[src/sel_loader_sva_placeholder_none.sv]
// intentionally empty design unit file holding no logic
`timescale 1ns/1ps
`default_nettype none
`default_nettype wire

[src/sel_pkg.sv]
// package of constants and types for the serial eeprom boot loader
`default_nettype none
package sel_pkg;
  // clock and i2c timing
  localparam int CLK_PERIOD_NS = 10;
  localparam int SCL_PERIOD_NS = 10000;
  localparam int QUARTER_CYC = SCL_PERIOD_NS / (4 * CLK_PERIOD_NS);
  localparam int TICK_W = 16;
  // eeprom addressing
  localparam logic [6:0] EE_DEV_ADDR = 7'h50;
  localparam logic [7:0] EE_START_LOC = 8'h00;
  // image line positions
  localparam logic [11:0] LN_CLK = 12'h008;
  localparam logic [11:0] LN_BOOT = 12'h009;
  localparam logic [11:0] LN_CNT = 12'h00a;
  localparam logic [11:0] LN_PAIR_FIRST = 12'h00e;
  localparam logic [11:0] LN_PAIR_LAST = 12'h02a;
  localparam logic [11:0] LN_DEST_END = 12'h02e;
  localparam logic [11:0] LN_PROG = 12'h02f;
  localparam int BOOT_TYPE_BIT = 7;
  // ahb register byte offsets
  localparam logic [7:0] REG_CTRL = 8'h00;
  localparam logic [7:0] REG_STATUS = 8'h04;
  localparam logic [7:0] REG_CLKSET = 8'h08;
  localparam logic [7:0] REG_COUNT = 8'h0c;
  localparam logic [7:0] REG_DEST = 8'h10;
  localparam logic [7:0] REG_COPIED = 8'h14;
  // reset values
  localparam logic [31:0] RST_WORD = 32'h0000_0000;
  localparam logic START_ON_RESET = 1'b1;
  // byte engine commands
  typedef enum logic [2:0] {
    SEL_CMD_START = 3'h0,
    SEL_CMD_STOP = 3'h1,
    SEL_CMD_WRITE = 3'h2,
    SEL_CMD_READ = 3'h3,
    SEL_CMD_ACK = 3'h4
  } sel_cmd_e;
  // loader states, gray coded along the load path
  typedef enum logic [3:0] {
    SEL_IDLE = 4'h0,
    SEL_START = 4'h1,
    SEL_DEVW = 4'h3,
    SEL_LOC = 4'h2,
    SEL_RSTART = 4'h6,
    SEL_DEVR = 4'h7,
    SEL_READ = 4'h5,
    SEL_ACK = 4'h4,
    SEL_STOP = 4'hc
  } sel_state_e;
endpackage
`default_nettype wire

[src/sel_i2c_engine.sv]
// i2c master byte engine: start, stop, byte write, byte read, ack bit
`timescale 1ns/1ps
`default_nettype none
module sel_i2c_engine #(
  parameter int QUARTER = sel_pkg::QUARTER_CYC
) (
  input wire logic ref_clk,
  input wire logic reset_n,
  input wire logic cmd_go,
  input wire sel_pkg::sel_cmd_e cmd,
  input wire logic [7:0] cmd_byte,
  output logic done,
  output logic [7:0] rx_byte,
  output logic nack,
  input wire logic scl_i,
  output logic scl_oe,
  input wire logic sda_i,
  output logic sda_oe
);
  import sel_pkg::*;

  // whole engine state
  typedef struct packed {
    logic busy;
    sel_cmd_e cmd;
    logic [1:0] ph;        // quarter phase within one bit
    logic [3:0] bitn;      // bits finished
    logic [TICK_W-1:0] tick;
    logic [8:0] sh;        // msb drives sda
    logic samp;            // sda sampled while scl high
    logic scl_oe;
    logic sda_oe;
    logic done;
    logic [7:0] rx;
    logic nack;
    logic sda_s1;
    logic sda_s2;
    logic scl_s1;
    logic scl_s2;
  } sel_eng_s;

  sel_eng_s r, next_r;
  logic [8:0] next_sh;
  logic [3:0] nbits;

  // next state of the engine
  always_comb begin
    next_r = r;
    next_r.done = 1'b0;
    next_r.sda_s1 = sda_i;
    next_r.sda_s2 = r.sda_s1;
    next_r.scl_s1 = scl_i;
    next_r.scl_s2 = r.scl_s1;
    next_sh = {r.sh[7:0], r.samp};
    unique case (r.cmd)
      SEL_CMD_WRITE: nbits = 4'd9;
      SEL_CMD_READ: nbits = 4'd8;
      default: nbits = 4'd1;
    endcase
    if (!r.busy) begin
      // accept a command, bus pins hold their last level meanwhile
      if (cmd_go) begin
        next_r.busy = 1'b1;
        next_r.cmd = cmd;
        next_r.ph = 2'd0;
        next_r.bitn = 4'd0;
        next_r.tick = '0;
        if (cmd == SEL_CMD_WRITE) begin
          next_r.sh = {cmd_byte, 1'b1};
        end else if (cmd == SEL_CMD_ACK) begin
          next_r.sh = {cmd_byte[0], 8'hff};
        end else begin
          next_r.sh = 9'h1ff;
        end
      end
    end else begin
      // pin levels per phase
      unique case (r.cmd)
        SEL_CMD_START: begin
          next_r.scl_oe = (r.ph == 2'd0) || (r.ph == 2'd3);
          next_r.sda_oe = r.ph[1];
        end
        SEL_CMD_STOP: begin
          next_r.scl_oe = (r.ph == 2'd0);
          next_r.sda_oe = !r.ph[1];
        end
        default: begin
          next_r.scl_oe = (r.ph == 2'd0) || (r.ph == 2'd3);
          next_r.sda_oe = !r.sh[8];
        end
      endcase
      // wait out a stretched scl in the first high quarter
      if (r.tick == TICK_W'(QUARTER - 1) && !(r.ph == 2'd1 && !r.scl_s2)) begin
        next_r.tick = '0;
        next_r.ph = r.ph + 2'd1;
        if (r.ph == 2'd1) begin
          next_r.samp = r.sda_s2;
        end
        if (r.ph == 2'd3) begin
          next_r.sh = next_sh;
          next_r.bitn = r.bitn + 4'd1;
          if (r.bitn + 4'd1 == nbits) begin
            next_r.busy = 1'b0;
            next_r.done = 1'b1;
            next_r.rx = next_sh[7:0];
            next_r.nack = next_sh[0];
          end
        end
      end else if (r.tick != TICK_W'(QUARTER - 1)) begin
        next_r.tick = r.tick + TICK_W'(1);
      end
    end
  end

  // state register
  always_ff @(posedge ref_clk or negedge reset_n) begin
    if (!reset_n) begin
      r <= '{cmd: SEL_CMD_STOP, sh: 9'h1ff, default: '0};
    end else begin
      r <= next_r;
    end
  end

  assign done = r.done;
  assign rx_byte = r.rx;
  assign nack = r.nack;
  assign scl_oe = r.scl_oe;
  assign sda_oe = r.sda_oe;
endmodule // sel_i2c_engine
`default_nettype wire

[src/sel_loader.sv]
// boot loader: reads the eeprom image and applies it to the device
`timescale 1ns/1ps
`default_nettype none
module sel_loader #(
  parameter int QUARTER = sel_pkg::QUARTER_CYC
) (
  input wire logic ref_clk,
  input wire logic reset_n,
  // ahb-lite slave
  input wire logic hsel,
  input wire logic [31:0] haddr,
  input wire logic [1:0] htrans,
  input wire logic hwrite,
  input wire logic [2:0] hsize,
  input wire logic [31:0] hwdata,
  input wire logic hready,
  output logic hreadyout,
  output logic hresp,
  output logic [31:0] hrdata,
  // i2c pins, open drain
  input wire logic scl_i,
  output logic scl_o,
  output logic scl_oe,
  input wire logic sda_i,
  output logic sda_o,
  output logic sda_oe,
  // configuration register writes
  output logic cfg_wr_valid,
  output logic [31:0] cfg_wr_addr,
  output logic [31:0] cfg_wr_data,
  // sdram byte writes
  output logic mem_wr_valid,
  output logic [31:0] mem_wr_addr,
  output logic [7:0] mem_wr_data,
  // clock control and boot status
  output logic clk_set_valid,
  output logic [7:0] clock_multiplier_settings,
  output logic boot_type_valid,
  output logic boot_type,
  output logic load_done
);
  import sel_pkg::*;

  // whole loader state
  typedef struct packed {
    sel_state_e st;
    logic [11:0] line;        // image line being read
    logic [10:0] count;       // program byte count
    logic [31:0] acc;         // assembles msb first
    logic [31:0] tgt;         // latched register address
    logic [31:0] dest;        // program destination base
    logic last;               // current byte is the final one
    logic go;                 // engine command strobe
    sel_cmd_e cmd;
    logic [7:0] cmd_byte;
    logic start_pend;
    logic nack_err;
    logic done;
    logic btype;
    logic btype_valid;
    logic [7:0] clkset;
    logic clk_valid;
    logic cfg_valid;
    logic [31:0] cfg_addr;
    logic [31:0] cfg_data;
    logic mem_valid;
    logic [31:0] mem_addr;
    logic [7:0] mem_data;
    logic [11:0] copied;
    logic ap_wr;              // pending ahb write data phase
    logic [7:0] ap_addr;
    logic [31:0] rdata;
  } sel_ldr_s;

  sel_ldr_s r, next_r;
  logic eng_done;
  logic [7:0] rx;
  logic eng_nack;
  logic [11:0] j;
  logic [31:0] word_off;

  // register read mux
  function automatic logic [31:0] reg_read(input logic [7:0] a, input sel_ldr_s s);
    logic [31:0] v;
    v = RST_WORD;
    unique case (a)
      REG_STATUS: v = {28'h0, s.btype, s.nack_err, s.done, s.st != SEL_IDLE};
      REG_CLKSET: v = {24'h0, s.clkset};
      REG_COUNT: v = {21'h0, s.count};
      REG_DEST: v = s.dest;
      REG_COPIED: v = {20'h0, s.copied};
      default: v = RST_WORD;
    endcase
    return v;
  endfunction

  // issue one engine command
  function automatic sel_ldr_s issue(input sel_ldr_s s, input sel_cmd_e c, input logic [7:0] b,
                                     input sel_state_e st);
    sel_ldr_s o;
    o = s;
    o.go = 1'b1;
    o.cmd = c;
    o.cmd_byte = b;
    o.st = st;
    return o;
  endfunction

  sel_i2c_engine #(.QUARTER(QUARTER)) u_eng (
    .ref_clk(ref_clk),
    .reset_n(reset_n),
    .cmd_go(r.go),
    .cmd(r.cmd),
    .cmd_byte(r.cmd_byte),
    .done(eng_done),
    .rx_byte(rx),
    .nack(eng_nack),
    .scl_i(scl_i),
    .scl_oe(scl_oe),
    .sda_i(sda_i),
    .sda_oe(sda_oe)
  );

  // program byte index and its lane-reversed offset
  assign j = r.line - LN_PROG;
  assign word_off = 32'({j[11:2], 2'b00}) + 32'(2'd3 - j[1:0]);

  // next state of loader and bus slave
  always_comb begin
    next_r = r;
    next_r.go = 1'b0;
    next_r.clk_valid = 1'b0;
    next_r.cfg_valid = 1'b0;
    next_r.mem_valid = 1'b0;
    next_r.btype_valid = 1'b0;
    unique case (r.st)
      SEL_IDLE: begin
        // load starts after reset or on software restart
        if (r.start_pend) begin
          next_r = issue(r, SEL_CMD_START, 8'h00, SEL_START);
          next_r.start_pend = 1'b0;
          next_r.line = '0;
          next_r.done = 1'b0;
          next_r.nack_err = 1'b0;
          next_r.copied = '0;
          next_r.count = '0;
        end
      end
      SEL_START: if (eng_done) next_r = issue(r, SEL_CMD_WRITE, {EE_DEV_ADDR, 1'b0}, SEL_DEVW);
      SEL_DEVW: begin
        if (eng_done && eng_nack) begin
          next_r = issue(r, SEL_CMD_STOP, 8'h00, SEL_STOP);
          next_r.nack_err = 1'b1;
        end else if (eng_done) begin
          next_r = issue(r, SEL_CMD_WRITE, EE_START_LOC, SEL_LOC);
        end
      end
      SEL_LOC: begin
        if (eng_done && eng_nack) begin
          next_r = issue(r, SEL_CMD_STOP, 8'h00, SEL_STOP);
          next_r.nack_err = 1'b1;
        end else if (eng_done) begin
          next_r = issue(r, SEL_CMD_START, 8'h00, SEL_RSTART);
        end
      end
      SEL_RSTART: if (eng_done) next_r = issue(r, SEL_CMD_WRITE, {EE_DEV_ADDR, 1'b1}, SEL_DEVR);
      SEL_DEVR: begin
        if (eng_done && eng_nack) begin
          next_r = issue(r, SEL_CMD_STOP, 8'h00, SEL_STOP);
          next_r.nack_err = 1'b1;
        end else if (eng_done) begin
          next_r = issue(r, SEL_CMD_READ, 8'h00, SEL_READ);
        end
      end
      SEL_READ: begin
        if (eng_done) begin
          next_r.last = 1'b0;
          if (r.line == LN_CLK) begin
            next_r.clkset = rx;
            next_r.clk_valid = 1'b1;
          end
          if (r.line == LN_BOOT) begin
            next_r.btype = rx[BOOT_TYPE_BIT];
            next_r.btype_valid = 1'b1;
            next_r.count[10:8] = rx[2:0];
            next_r.last = !rx[BOOT_TYPE_BIT];
          end
          if (r.line == LN_CNT) next_r.count[7:0] = rx;
          if (r.line > LN_CNT && r.line <= LN_DEST_END) next_r.acc = {r.acc[23:0], rx};
          if (r.line >= LN_PAIR_FIRST && r.line[2:0] == 3'd6) next_r.tgt = {r.acc[23:0], rx};
          if (r.line > LN_PAIR_FIRST && r.line <= LN_PAIR_LAST && r.line[2:0] == 3'd2) begin
            next_r.cfg_valid = 1'b1;
            next_r.cfg_addr = r.tgt;
            next_r.cfg_data = {r.acc[23:0], rx};
          end
          if (r.line == LN_DEST_END) next_r.dest = {r.acc[23:0], rx};
          if (r.line >= LN_PROG) begin
            next_r.mem_valid = 1'b1;
            next_r.mem_addr = r.dest + word_off;
            next_r.mem_data = rx;
            next_r.copied = r.copied + 12'd1;
          end
          if (r.line > LN_CNT && r.line == LN_DEST_END + 12'(r.count)) next_r.last = 1'b1;
          next_r = issue(next_r, SEL_CMD_ACK, {7'h0, next_r.last}, SEL_ACK);
        end
      end
      SEL_ACK: begin
        if (eng_done && r.last) begin
          next_r = issue(r, SEL_CMD_STOP, 8'h00, SEL_STOP);
        end else if (eng_done) begin
          next_r = issue(r, SEL_CMD_READ, 8'h00, SEL_READ);
          next_r.line = r.line + 12'd1;
        end
      end
      SEL_STOP: begin
        if (eng_done) begin
          next_r.st = SEL_IDLE;
          next_r.done = !r.nack_err;
        end
      end
      default: next_r.st = SEL_IDLE;
    endcase
    // ahb address phase
    next_r.ap_wr = hsel && htrans[1] && hready && hwrite;
    if (hsel && htrans[1] && hready) begin
      next_r.ap_addr = haddr[7:0];
      next_r.rdata = reg_read(haddr[7:0], r);
    end
    // ahb write data phase: ctrl bit 0 restarts an idle loader
    if (r.ap_wr && r.ap_addr == REG_CTRL && hwdata[0] && r.st == SEL_IDLE) begin
      next_r.start_pend = 1'b1;
    end
  end

  // state register
  always_ff @(posedge ref_clk or negedge reset_n) begin
    if (!reset_n) begin
      r <= '{st: SEL_IDLE, cmd: SEL_CMD_STOP, start_pend: START_ON_RESET, default: '0};
    end else begin
      r <= next_r;
    end
  end

  assign hreadyout = 1'b1;
  assign hresp = 1'b0;
  assign hrdata = r.rdata;
  assign scl_o = 1'b0;
  assign sda_o = 1'b0;
  assign cfg_wr_valid = r.cfg_valid;
  assign cfg_wr_addr = r.cfg_addr;
  assign cfg_wr_data = r.cfg_data;
  assign mem_wr_valid = r.mem_valid;
  assign mem_wr_addr = r.mem_addr;
  assign mem_wr_data = r.mem_data;
  assign clk_set_valid = r.clk_valid;
  assign clock_multiplier_settings = r.clkset;
  assign boot_type_valid = r.btype_valid;
  assign boot_type = r.btype;
  assign load_done = r.done;

  logic rd_ok;
  assign rd_ok = r.st == SEL_READ && eng_done;
endmodule // sel_loader
`default_nettype wire

[config.mk]
export PLATFORM = sky130hd
export DESIGN_NAME = sel_loader
export DESIGN_NICKNAME = d
export VERILOG_FILES = /design/src/sel_loader_sva_placeholder_none.sv /design/src/sel_pkg.sv /design/src/sel_i2c_engine.sv /design/src/sel_loader.sv
export SDC_FILE = /design/constraint.sdc
export NUM_CORES = 1
export LEC_CHECK = 0
export ABC_AREA = 1
export BUFFER_PORTS_ARGS = -buffer_cell sky130_fd_sc_hd__buf_4
export CAP_MARGIN = 20
export CORE_UTILIZATION = 58
export DETAILED_ROUTE_END_ITERATION = 6
export PLACE_DENSITY = 0.77
export SLEW_MARGIN = 20
export SYNTH_ARGS = -nofsm -noshare
export SYNTH_HDL_FRONTEND = slang
export SYNTH_SLANG_ARGS = --single-unit
[constraint.sdc]
create_clock -name ref_clk -period 2.9 [get_ports ref_clk]
set_input_delay 0.435 -clock ref_clk [delete_from_list [all_inputs] [get_ports ref_clk]]
set_output_delay 0.435 -clock ref_clk [all_outputs]
set_load 0.01 [all_outputs]
# ---- Yosys cells after proc, flatten, opt, wreduce, memory -nomap -nowiden
# Index checks and enable logic that the tools add are counted.
dict set report word_totals {
  in_bits 76
  ff_bits 353
  out_inout_bits 156
  wordCells 247
}
dict set report op_classes {
  add_sub_neg 10
  n_reduce_logical 58
  n_eq_ne 67
  mux 53
  bitwise_logic 9
  magnitude_cmp 6
}
# operator n
set op_table {}
lappend op_table {{2-to-1 mux 309 bit} 12}
lappend op_table {{one-hot mux 170 bit (8 select lines)} 1}
lappend op_table {{one-hot mux 134 bit (8 select lines)} 1}
lappend op_table {{one-hot mux 32 bit (5 select lines)} 1}
lappend op_table {{AND reduction 10 bit} 12}
lappend op_table {{2-to-1 mux 32 bit} 3}
lappend op_table {{2-to-1 mux 65 bit} 1}
lappend op_table {{!= test 2 bit (second input constant)} 27}
lappend op_table {{2-to-1 mux 53 bit} 1}
lappend op_table {{2-to-1 mux 10 bit} 5}
lappend op_table {{2-to-1 mux 40 bit} 1}
lappend op_table {{equality test 12 x 4 -> 1 bit (second input constant)} 3}
lappend op_table {{2-to-1 mux 9 bit} 4}
lappend op_table {{one-hot mux 4 bit (9 select lines)} 1}
lappend op_table {{AND reduction 9 bit} 4}
lappend op_table {{2-to-1 mux 35 bit} 1}
lappend op_table {{adder 32 bit} 1}
lappend op_table {{2-to-1 mux 16 bit} 2}
lappend op_table {{2-to-1 mux 31 bit} 1}
lappend op_table {{adder 12 x 1 -> 12 bit (second input constant)} 2}
lappend op_table {{greater-than comparator 12 x 4 -> 1 bit (second input constant)} 2}
lappend op_table {{<= comparator 12 x 6 -> 1 bit (second input constant)} 2}
lappend op_table {{adder 16 x 1 -> 16 bit (second input constant)} 1}
lappend op_table {{equality test 16 x 8 -> 1 bit (second input constant)} 1}
lappend op_table {{other kinds (52)} 113}

# ---- Logic depth before layout (Yosys ltp)
# Gate-level depths: netlist of the first run.
dict set report logic_depth {
  word_depth 8
  ltp_mapped 20
  ltp_nobuf 19
}

# ---- Cells and area by module
# A second synthesis of the first run with hierarchy kept.
dict set report hier_totals {
  hier_cells 2194
  area_unflattened_um2 18018.5
}
# module area_per_inst_um2 seq_area_each_um2 cells_per_inst n_inst
set by_module_without_submodules {}
lappend by_module_without_submodules {sel_loader 15026.9 7384.6 1806 1}
lappend by_module_without_submodules {sel_i2c_engine 2991.6 1288.7 388 1}

# ---- Worst setup path before layout of the first run
# OpenSTA, ideal clock, no wires.
dict set report synth_path {
  path_type {register to register}
  from {register r[293] (netlist name)}
  to {register r, in the netlist mem_wr_addr[26]}
  period_less_slack_ns 2.613
  n_path_buf 0
  arrival_ns 2.494
  required_time_ns 2.782
  path_stages_with_launch 18
  path_slack_ns 0.287
  setup_time_ns 0.118
  cell_sequence {dfrtp_1 ha_1 nand2_1 nand2_1 nand2_1 nand2_1 nor3_1 xor2_1 ha_1 nand2_1 nor2_1 nand2_1 nand3_1 nand2_1 nor2_1 nand2_1 nand3_1 nand2_1}
}
dict set report synth_via {
  elab_chain_cells 7
  elab_cells_between_ends 9
  cone_classes {add/sub (4); order compare (1); mux (3); reduce/logical (1)}
}
# item line_no
set synth_lines {}
lappend synth_lines {{start, declared} sel_loader.sv:75} ;# sel_ldr_s r, next_r;
lappend synth_lines {{start signal, assigned} sel_loader.sv:240} ;# r <= next_r;
lappend synth_lines {{subtractor 12 x 6 -> 12 bit} sel_loader.sv:125} ;# assign j = r.line - LN_PROG;
lappend synth_lines {{subtractor 2 x 2 -> 3 bit} sel_loader.sv:126} ;# assign word_off = 32'({j[11:2], 2'b00}) + 32'(2'd3 - j[1:0]);
lappend synth_lines {{adder 13 x 3 -> 14 bit} sel_loader.sv:126}
lappend synth_lines {{adder 32 bit} sel_loader.sv:199} ;# next_r.mem_addr = r.dest + word_off;
lappend synth_lines {{2-to-1 mux 53 bit} sel_loader.sv:197} ;# if (r.line >= LN_PROG) begin
lappend synth_lines {{2-to-1 mux 309 bit} sel_loader.sv:176} ;# if (eng_done) begin
lappend synth_lines {{one-hot mux 170 bit (8 select lines)} sel_loader.sv:136} ;# unique case (r.st)
# Several ways; a longest one is shown, not always the timed one. The select of a mux whose other input is x is not followed.
# A chain may end at the register's enable or synchronous reset.

# ---- Worst setup path after layout of the first run
dict set report layout_path {
  from {register r[294] (netlist name)}
  to {register r, in the netlist mem_wr_addr[25]}
}
# Same word-level chain as after synthesis.

==> metrics.md, run 1 <==
| Metric | Value |
|---|---|
| Vias/cell | `about 5.5` |
| Gr busiest metal | `met2` |
| WL/cell | `~17 um` |
| Yosys reg bits | `around 350` |
| Layout area overhead | `11.84%` |
| Met3 Use GR | `3.829%` |
| Drt first-iter violations | `approximately 1200` |
| Post-route cell area | `a little under 20000 um^2` |
| Buffers & Inverters on Critical Path | `1` |
| Synth Area per Inst | `roughly 8.3 um^2` |
| Skew final | `0.01237 ns` |
| Max incr delay on CP | `roughly 0.41 ns` |
| Yosys top cell area share | `about 48%` |
| Clock sinks | `~350` |
| Top delay family on crit path | `simple AND/OR/NAND/NOR gates` |
| Final slew viol count | `0` |
| Clk network pwr share | `approximately 47%` |
| Vias | `13830` |
| Max-cap violations | `0` |
| FMAX | `roughly 370 MHz` |
| Core Box Area | `29010 um^2` |
| Total congestion overflow | `0` |
| Ant diodes | `0` |
| Gate Count Post-Synth | `2076` |
| Cell area after synthesis | `roughly 17000 um^2` |
| CP Max Fanout | `5` |
| Seq/Total Area, Yosys | `50.16%` |
| Total track usage | `between 20% and 30%` |
| Final HPWL from detailed placement | `32300 um` |
| Area contributors post-synth | `dfrtp_1 48%, nand2_1 11%, o21ai_0 8.3%` |
| Max clock buf depth | `3` |
| Post-synth EDFFs | `0` |
| Final wirelength | `43570 um` |
| Combinational cell fraction of total power | `about 2.0%` |
| Worst slew pin tran | `0.8387 ns` |
| Commonest cells after routing, fill and taps aside | `480 x nand2_1, 334 x dfrtp_1, 282 x o21ai_0` |
| Fill cell count | `roughly 2400` |
| Fin Setup TNS | `0 ns` |
| Rows | `slightly above 60` |
| Clk_lat worst skew | `0.52 ns` |
| Post-route ant nets | `0` |
| Warnings, synthesis | `0` |
| Critical Path End Type | `flip-flop` |
| Status | `completed` |
| Met1 Use GR | `39.47%` |
| Switching fraction of total power | `a little over a fifth` |
| VDD IR max | `around 0.54 mV` |
| Remaining DRCs | `0` |
| Int Pwr | `~7.5 mW` |
| Total CTS buffers | `37` |
| Switching power total | `2.061 mW` |
| Total power | `between 9 and 10 mW` |
| Min-Delay Path Class | `in -> reg` |
| Clk Tree Root Cell | `clkbuf_16` |
| Largest net degree at the start of global routing | `just over 70` |
| Vias in the first global route | `13430` |
| Slew headroom | `a little over two fifths` |
| Port Buffers | `~170` |
| Period utilization | `93.28%` |
| Part of the power in registers | `between 50% and 60%` |
| Crit-path cells | `nand3_1 > nor2_1 > inv_1 > nand2_1 > a21oi_2 > nand2_1 > xor2_1 > ha_1 > nand2_1 > nor2_2 > nand2_1 > o21ai_2 > nand2_2 > nor2_1 > nand2_1 > nand3_1 > nand2_1` |
| Top cell type by total area after synthesis | `dfrtp_1` |
| Top FF cell, synth | `dfrtp_1` |
| CTS H-tree lvls | `2` |
| Final Setup Violations | `0` |
| P per Cell Area | `a little under 500 nW/um^2` |
| I/O pins | `232` |
| Kind of critical path | `reg -> reg` |
| Initial DRT Pass Iterations | `6` |
| Crit path launch type | `flip-flop` |
| Die ar. | `slightly above 30000 um^2` |
| Leakage | `slightly above 9 nW` |
| Post-layout nets | `2230` |
| Placed standard-cell area | `between 15000 and 20000 um^2` |
| Die span in x | `about 170 um` |
| Layout cell share with drive strength beyond 1 | `between 10% and 20%` |
| Clock-pin slew on the worst setup and hold paths | `about 0.060 ns` |
| Required time of the critical path | `~3.3 ns` |
| Initial core utilization | `59.60%` |
| FFs w/ async S/R, synth | `between 90% and 100%` |
| Die height | `174.7 um` |
| Synth unique cells | `57` |
| Hold_ws | `between 0.02 and 0.03 ns` |
| Most common cell after layout, fill and taps aside | `nand2_1` |
| Most common cell on crit path | `nand2_1` |
| Final hold viol count | `0` |
| Placer Congestion | `~0.97` |
| M2 GR Usage | `between 40% and 50%` |
| CTS tree | `done` |
| CP max stage cell | `dfrtp_1` |
| Post-route core utilization | `between 60% and 70%` |
| Minimum clock period | `between 2 and 3 ns` |
| Worst EP arrival | `around 3.1 ns` |
| Initial antenna violation count | `0` |
| First-pass GRT wire length | `around 70000 um` |
cells in the mapped netlist, types with 12 or more instances:
library cell	n
buf_4	163
clkbuf_1	24
nand2_1	485
o21ai_1	26
o22ai_1	24
xor2_1	25
nand3_1	113
nand4_1	20
o21ai_0	288
nor3_1	33
inv_1	232
buf_2	18
dfrtp_1	334
nor2_1	109
dfstp_2	12
ha_1	27
a21oi_1	52
final timing paths:
path	endpoint	startpoint	slack, ns	cells past startpoint
setup / recovery	mem_wr_addr[25]	r[294]	0.19	17
hold / removal	u_eng.next_r[0]	scl_i	0.03	1
setup reg to reg	mem_wr_addr[25]	r[294]	0.19	17
hold reg to reg	u_eng.r[0]	u_eng.next_r[0]	0.35	0
max in group asynchronous	u_eng.next_sh[2]	reset_n	1.60	3
min in group asynchronous	mem_wr_addr[5]	reset_n	0.46	2
through the flow:
| step | cells | setup WS, ns |
|---|---|---|
| 6_report | 2536 | 0.1948 |
| 2_1_floorplan | 2078 | 0.2875 |
| 5_1_grt | 2536 | -0.01290 |
| 3_5_place_dp | 2469 | 0.03294 |
| 3_3_place_gp | 2469 | 0.1264 |
| 4_1_cts | 2535 | 0.01013 |
power by group through the flow:
stage          clock network (mW)  registers (mW)  logic (mW)
4_1_cts                      4.60            4.87       0.199
3_3_place_gp                    0            4.96       0.192
5_1_grt                      4.81            4.87       0.220
6_report                     4.53            4.87       0.191
2_1_floorplan                   0            4.96      0.0576
3_5_place_dp                    0            4.96       0.197
what timing repair did:
item / 4_1_cts / 5_1_grt
endpoints found under the setup margin: 0 / 21
gates resized for setup: 0 / 32
setup buffers: 0 / 1
hold endpoints to repair: 51 / 0
hold buffers: 1 / 0
cell type report:
class	instances	area [um^2]	area share [%]
well taps	384	480.5	2.484
flip-flops and latches	346	8673	44.84
inverters	239	904.6	4.677
repair buffers	221	1757	9.083
clock buffers	51	1008	5.214
clock inverters	14	133.9	0.6922
multi-input cells	1281	6384	33.01
routing by layer:
metal	part of all wire (%)	vias to the layer above
met5	0	-
met4	2.9	0
met3	5.7	84
met2	48	450
met1	43	6626
li1	-	6669
flip-flops by register name, summed over array words and instances (netlist names), 2 cells and up:
signal / cells
clock_multiplier_settings: 8
mem_wr_addr: 32
u_eng.next_r: 2
cfg_wr_addr: 32
r: 145
cfg_wr_data: 32
u_eng.next_sh: 9
mem_wr_data: 8
hrdata: 32
u_eng.r: 29
u_eng.rx_byte: 8
cell families (layout without fill, tap and decap cells):
kind of cell | Yosys count | count (layout) | synth area share [%]
other cells | 2 | 4 | 0.04343
buf+inv | 451 | 525 | 13.62
compound gates | 420 | 420 | 12.89
xor+xnor | 34 | 34 | 1.722
simple gates | 795 | 795 | 19.50
fa+ha+maj | 28 | 28 | 2.069
flops | 346 | 346 | 50.16
Note: power is estimated with default switching activity, not from simulation.
==> run 2: changes to the inputs <==
--- a/config.mk
+++ b/config.mk
@@ -8,6 +8,7 @@
 export ABC_AREA = 1
 export BUFFER_PORTS_ARGS = -buffer_cell sky130_fd_sc_hd__buf_4
 export CAP_MARGIN = 20
+export CORE_ASPECT_RATIO = 1.75
 export CORE_UTILIZATION = 58
 export DETAILED_ROUTE_END_ITERATION = 6
 export PLACE_DENSITY = 0.77
==> run 2 against run 1 <==
  * Clock power decreased by 3%
  * Highest routed layer unchanged
  * Clock-buffer cell count decreased by 9
  * Largest power group unchanged
  * Critical endpoint unchanged
  * Setup slack got worse by 0.14 ns
  * Sequential share of layout area about the same
  * Clock skew increased by 0.0018 ns
  * Hold slack improved by 0.023 ns
  * Register-to-register slack got worse by 0.14 ns
  * Global-route usage increased by 1.5 points
  * Power decreased by 1.7%
  * Via count increased by 1.6%
  * Wire length increased by 5.9%
  * Critical path depth increased by 1
==> metrics.md, run 2 (synthesized netlist as in run 1, its figures left out) <==
| Metric | Value |
|---|---|
| Status | `completed` |
| Die span in x | `132.5 um` |
| Placed cell count | `2462` |
| R2r worst-path depth | `18` |
| Drt first-iter violations | `roughly 1000` |
| Vias in the first global route | `13930` |
| Ant diodes | `0` |
| Post-layout nets | `between 2000 and 2500` |
| Total CTS buffers | `31` |
| WP depth | `18` |
| Kind of critical path | `reg -> reg` |
| Clock-pin slew on the worst setup and hold paths | `around 0.070 ns` |
| Minimum clock period | `2.850 ns` |
| Worst slew pin tran | `slightly below 0.8 ns` |
| Hold_ws | `roughly 0.052 ns` |
| Most common cell on crit path | `nand2_1` |
| Part of the power in registers | `approximately half` |
| Max clock buf depth | `3` |
| Most common cell after layout, fill and taps aside | `nand2_1` |
| Max FFs per register | `approximately 150` |
| Unrepaired setup endpoints after global routing | `yes` |
| Placer Congestion | `~0.94` |
| Buffers & Inverters on Critical Path | `1` |
| Switching fraction of total power | `between 20% and 30%` |
| P per Cell Area | `approximately 490 nW/um^2` |
| Final slew viol count | `0` |
| Final hold viol count | `0` |
| Initial antenna violation count | `0` |
| Max incr delay on CP | `around 0.42 ns` |
| Setup crit end | `mem_wr_addr[25]` |
| Largest Register | `r` |
| Combinational cell fraction of total power | `~2%` |
| Min-Delay Path Class | `in -> reg` |
| CTS H-tree lvls | `1` |
| First-pass GRT wire length | `between 70000 and 80000 um` |
| Final Setup Violations | `0` |
| Period utilization | `a little over nine tenths` |
| Clock sinks | `346` |
| Clk_lat worst skew | `about 0.6 ns` |
| Fill cell count | `roughly 2500` |
| Clk Tree Root Cell | `clkbuf_16` |
| CTS tree | `done` |
| Switching power total | `~2.0 mW` |
| CP max stage cell | `dfrtp_1` |
| Placed standard-cell area | `between 15000 and 20000 um^2` |
| Worst setup startpoint | `r[293]` |
| FMAX | `between 300 and 400 MHz` |
| Initial DRT Pass Iterations | `7` |
| Die height | `~230 um` |
| Final wirelength | `~46000 um` |
| Layout cell share with drive strength beyond 1 | `between 15 and 20%` |
| Remaining DRCs | `0` |
| Port Buffers | `around 170` |
| Total power | `about 9.4 mW` |
| Initial core utilization | `between 50% and 60%` |
| Rows | `83` |
| Int Pwr | `between 7 and 8 mW` |
| Commonest cells after routing, fill and taps aside | `480 x nand2_1, 334 x dfrtp_1, 278 x o21ai_0` |
| Vias/cell | `~5.6` |
| Final HPWL from detailed placement | `~34000 um` |
| VDD IR max | `between 0.5 and 0.6 mV` |
| Die ar. | `30540 um^2` |
| Critical Path End Type | `flip-flop` |
| WL/cell | `approximately 18 um` |
| Fin Setup TNS | `0 ns` |
| Worst EP arrival | `between 3 and 4 ns` |
| R2r endpoint | `mem_wr_addr[25]` |
| Crit-path cells | `ha_2 > nand2_1 > nand2_1 > nand2_1 > nand2_1 > nor3_2 > xor2_2 > ha_1 > nand2_1 > buf_4 > nor2_4 > nand2_1 > o21ai_2 > nand2_2 > nor2_1 > nand2_1 > nand3_1 > nand2_1` |
| Total congestion overflow | `0` |
| Skew final | `around 0.014 ns` |
| Leakage | `around 9.3 nW` |
| Core Box Area | `roughly 29000 um^2` |
| Largest net degree at the start of global routing | `81` |
| Post-route cell area | `slightly below 20000 um^2` |
| I/O pins | `roughly 230` |
| Max-cap violations | `0` |
| Clk network pwr share | `46.4%` |
| Layout area overhead | `11.78%` |
| Vias | `approximately 14000` |
| Total track usage | `between 30% and 40%` |
| Required time of the critical path | `approximately 3.4 ns` |
| Reg-to-Reg Start | `r[293]` |
| CP Max Fanout | `4` |
| Post-route ant nets | `0` |
| Slew headroom | `between 40 and 50%` |
| Crit path launch type | `flip-flop` |
| Final Non-Filler Cells | `2528` |
| Top delay family on crit path | `simple AND/OR/NAND/NOR gates` |
| Setup slack, reg-to-reg | `0.05 ns` |
run 2: cell types whose count changed in the layout (fill, tap and decap cells not counted), sizes merged:
cell         delta
bufinv          +2
inv             -2
dlygate4sd3     +2
buf             +1
clkbuf          -9
run 2: cell type report:
type | instances | area (um^2) | share of cell area, %
timing repair buffer | 224 | 1788 | 9.250
tap | 382 | 478.0 | 2.473
clock buffer | 42 | 887.1 | 4.589
clock inverter | 14 | 192.7 | 0.9968
multi-input combinational | 1281 | 6406 | 33.14
inverter | 239 | 904.6 | 4.680
sequential | 346 | 8673 | 44.87
run 2: through the flow:
step | util (%) | setup slack [ns]
global route | 66.00 | -0.1450
CTS | 65.46 | 0.02827
finish | 66.00 | 0.05043
floorplan | - | 0.2875
detailed placement | 61.62 | -0.08245
global placement | 61.62 | 0.03277
run 2: timing repair:
action / CTS / global route
resized for setup: 7 / 34
pin swaps: 2 / 15
hold buffers: 3 / 0
endpoints found under the setup margin: 5 / 24
endpoints found under the hold margin: 74 / 0
buffers inserted: 0 / 7
run 2: how the worst min path moves through the flow:
stage | from | endpoint | slack (ns) | cells after the start
after floorplan | reset_n | boot_type | 0.14 | 0
after detailed placement | u_eng.next_r[0] | u_eng.r[0] | 0.34 | 0
after global routing | hwrite | r[40] | 0.06 | 3
after global placement | u_eng.next_r[0] | u_eng.r[0] | 0.33 | 0
final | hwrite | r[40] | 0.05 | 3
after CTS | hwrite | r[40] | 0.05 | 3
run 2: tightest hold or removal path, cell delays in order:
cell    delay, ns
buf_4        0.10
inv_1        0.04
nor2_1       0.03
run 2: power groups by stage:
stage                     combinational, mW  sequential [mW]  clock (mW)
after floorplan                      0.0576             4.96           0
after global placement                0.189             4.96           0
after detailed placement              0.192             4.96           0
after CTS                             0.196             4.87        4.42
after global routing                  0.219             4.87        4.61
final                                 0.189             4.87        4.38
run 2: layer usage:
metal	part of all wire [%]	global-route usage, %	vias up
met5	0	0	-
met4	8.4	23.38	0
met3	4.5	3.799	184
met2	52	55.49	498
met1	35	32.27	6721
li1	-	-	6650
==> run 3: changes to the inputs <==
--- a/config.mk
+++ b/config.mk
@@ -7,8 +7,8 @@
 export LEC_CHECK = 0
 export ABC_AREA = 1
 export BUFFER_PORTS_ARGS = -buffer_cell sky130_fd_sc_hd__buf_4
-export CAP_MARGIN = 20
 export CORE_ASPECT_RATIO = 1.75
+export CORE_MARGIN = 5
 export CORE_UTILIZATION = 58
 export DETAILED_ROUTE_END_ITERATION = 6
 export PLACE_DENSITY = 0.77
==> constraint.sdc (replaced) <==
create_clock -name ref_clk -period 3.2 [get_ports ref_clk]
set_input_delay 0.48 -clock ref_clk [delete_from_list [all_inputs] [get_ports ref_clk]]
set_output_delay 0.48 -clock ref_clk [all_outputs]
set_load 0.01 [all_outputs]
==> run 3 against run 2 <==
  * Non-clock buffer count decreased by 29
  * Via count shrank 2.1%
  * Hold slack improved by 0.061 ns
  * Sequential share of layout area grew 0.87 points
  * Final area shrank 1.9%
  * Wire length is 1.0% higher
  * Clock-buffer cell count fell by 3
  * Flip-flop and latch count did not move
  * Global-route usage fell by 3.2 points
  * Clock power fell by 12%
  * Critical path depth shrank 1
  * Critical endpoint is now mem_wr_addr[26]
==> metrics.md, run 3 (synthesized netlist as in run 1, its figures left out) <==
| Metric | Value |
|---|---|
| Total congestion overflow | `0` |
| CTS H-tree lvls | `1` |
| Post-layout nets | `about 2200` |
| Final Setup Violations | `0` |
| Max clock buf depth | `3` |
| Max incr delay on CP | `between 0.4 and 0.5 ns` |
| First-pass GRT wire length | `between 70000 and 80000 um` |
| Final slew viol count | `0` |
| Post-route core utilization | `about 65%` |
| CTS tree | `done` |
| Top delay family on crit path | `simple AND/OR/NAND/NOR gates` |
| Part of the power in registers | `between 50% and 60%` |
| Worst EP arrival | `about 3.5 ns` |
| Worst slew pin tran | `around 0.66 ns` |
| Hold_ws | `0.1128 ns` |
| Setup slack, reg-to-reg | `around 0.23 ns` |
| Crit-path cells | `ha_1 > nand2_1 > nand2_1 > nand2_1 > nand2_1 > nor3_2 > xor2_1 > ha_1 > nand2_1 > nor2_2 > nand3_1 > nand3_4 > nand2_1 > nor2_1 > nand2_1 > nand3_1 > nand2_1` |
| Die ar. | `33500 um^2` |
| Fill cell count | `about 2600` |
| Ant diodes | `0` |
| Initial DRT Pass Iterations | `5` |
| Drt first-iter violations | `1000` |
| Final HPWL from detailed placement | `between 30000 and 40000 um` |
| Unrepaired setup endpoints after global routing | `yes` |
| Crit path launch type | `flip-flop` |
| Clk Tree Root Cell | `clkbuf_16` |
| FMAX | `~340 MHz` |
| CP Max Fanout | `9` |
| Worst setup startpoint | `r[293]` |
| Commonest cells after routing, fill and taps aside | `485 x nand2_1, 333 x dfrtp_1, 286 x o21ai_0` |
| Post-route cell area | `18960 um^2` |
| Clk network pwr share | `between 40 and 50%` |
| Placer Congestion | `0.9508` |
| Largest Register | `r` |
| Total CTS buffers | `30` |
| Most common cell on crit path | `nand2_1` |
| Remaining DRCs | `0` |
| Status | `completed` |
| Fin Setup TNS | `0 ns` |
| Max FFs per register | `about 150` |
| Kind of critical path | `reg -> reg` |
| Rows | `83` |
| Total power | `8.449 mW` |
| Final hold viol count | `0` |
| Required time of the critical path | `roughly 3.7 ns` |
| Core Box Area | `between 20000 and 30000 um^2` |
| Skew final | `between 0.01 and 0.015 ns` |
| Initial core utilization | `between 50% and 60%` |
| Reg-to-Reg Start | `r[293]` |
| Clock-pin slew on the worst setup and hold paths | `roughly 0.070 ns` |
| CP max stage cell | `dfrtp_2` |
| Period utilization | `between 90% and 100%` |
| R2r endpoint | `mem_wr_addr[26]` |
| Final wirelength | `46630 um` |
| Largest net degree at the start of global routing | `between 70 and 80` |
| Vias/cell | `around 5.5` |
| Layout area overhead | `9.666%` |
| Minimum clock period | `~3.0 ns` |
| Vias | `between 10000 and 15000` |
| Switching power total | `about 1.8 mW` |
| VDD IR max | `about 0.40 mV` |
| Total track usage | `27.51%` |
| Post-route ant nets | `0` |
| Slew headroom | `a little under three fifths` |
| I/O pins | `approximately 230` |
| Port Buffers | `168` |
| Vias in the first global route | `between 10000 and 15000` |
| P per Cell Area | `about 450 nW/um^2` |
| Buffers & Inverters on Critical Path | `0` |
| Int Pwr | `6.639 mW` |
| Hold_sp | `hwrite` |
| Die height | `roughly 240 um` |
| Combinational cell fraction of total power | `between 2 and 2.5%` |
| Clk_lat worst skew | `~0.59 ns` |
| Most common cell after layout, fill and taps aside | `nand2_1` |
| Max-cap violations | `0` |
| Placed standard-cell area | `about 18000 um^2` |
| Switching fraction of total power | `a little over a fifth` |
| Clock sinks | `~350` |
| Min-Delay Endpoint | `r[40]` |
| Worst Hold Depth | `3` |
| Leakage | `approximately 9.1 nW` |
| Layout cell share with drive strength beyond 1 | `between 10% and 20%` |
| Post-CTS Setup Inserts | `0` |
| Die span in x | `between 100 and 150 um` |
| Initial antenna violation count | `0` |
| Critical Path End Type | `flip-flop` |
| WL/cell | `around 19 um` |
| Min-Delay Path Class | `in -> reg` |
| R2r worst-path depth | `17` |
## run 3: cell types whose count changed in the layout (fill, tap and decap cells not counted), sizes merged
cell,delta
clkinv,-2
clkinvlp,+4
inv,-1
buf,-29
bufinv,+1
clkbuf,-3
## run 3: worst register-to-register path, stage by stage (launching register included)
cell,delay [ns]
dfrtp_2,0.46
ha_1,0.26
nand2_1,0.15
nand2_1,0.09
nand2_1,0.11
nand2_1,0.11
nor3_2,0.13
xor2_1,0.11
ha_1,0.35
nand2_1,0.11
nor2_2,0.15
nand3_1,0.14
nand3_4,0.17
nand2_1,0.14
nor2_1,0.17
nand2_1,0.07
nand3_1,0.09
nand2_1,0.06
## run 3: what timing repair did
item                                    4_1_cts  5_1_grt
gates resized for setup                       0        8
hold endpoints to repair                     62        0
endpoints found under the setup margin        0       19
hold buffers                                  3        0
## run 3: final cells by class
cell class | instances | area (um^2) | share of cell area (%)
flip-flops and latches | 346 | 8675 | 45.74
multi-input cells | 1281 | 6309 | 33.27
repair buffers | 195 | 1554 | 8.194
inverters | 239 | 904.6 | 4.770
clock buffers | 39 | 804.5 | 4.242
well taps | 382 | 478.0 | 2.520
clock inverters | 16 | 240.2 | 1.267
## run 3: per-stage QoR
stage / cells / worst slack (ns)
2_1_floorplan: 2078 / 0.5875
3_3_place_gp: 2440 / 0.1227
3_5_place_dp: 2440 / 0.06488
4_1_cts: 2498 / 0.04456
5_1_grt: 2498 / -0.03646
6_report: 2498 / 0.2309
## run 3: worst max-delay path by stage
stage	end	slack, ns	cells past startpoint
finish	mem_wr_addr[26]	0.23	17
global route	mem_wr_addr[24]	-0.04	16
CTS	mem_wr_addr[24]	0.04	16
detailed placement	mem_wr_addr[26]	0.06	17
global placement	mem_wr_addr[24]	0.12	16
floorplan	mem_wr_addr[26]	0.59	17
## run 3: power groups by stage
stage,combinational [mW],clock [mW],sequential [mW]
after floorplan,0.0522,0,4.49
after global placement,0.172,0,4.49
after detailed placement,0.178,0,4.49
after CTS,0.182,3.93,4.41
after global routing,0.202,4.11,4.41
final,0.175,3.86,4.41
## run 3: per-layer routing
metal	share of wire [%]	GRT usage, %
met1	35	30.18
met2	55	51.47
met3	4.4	2.767
met4	6.0	15.05
met5	0	0
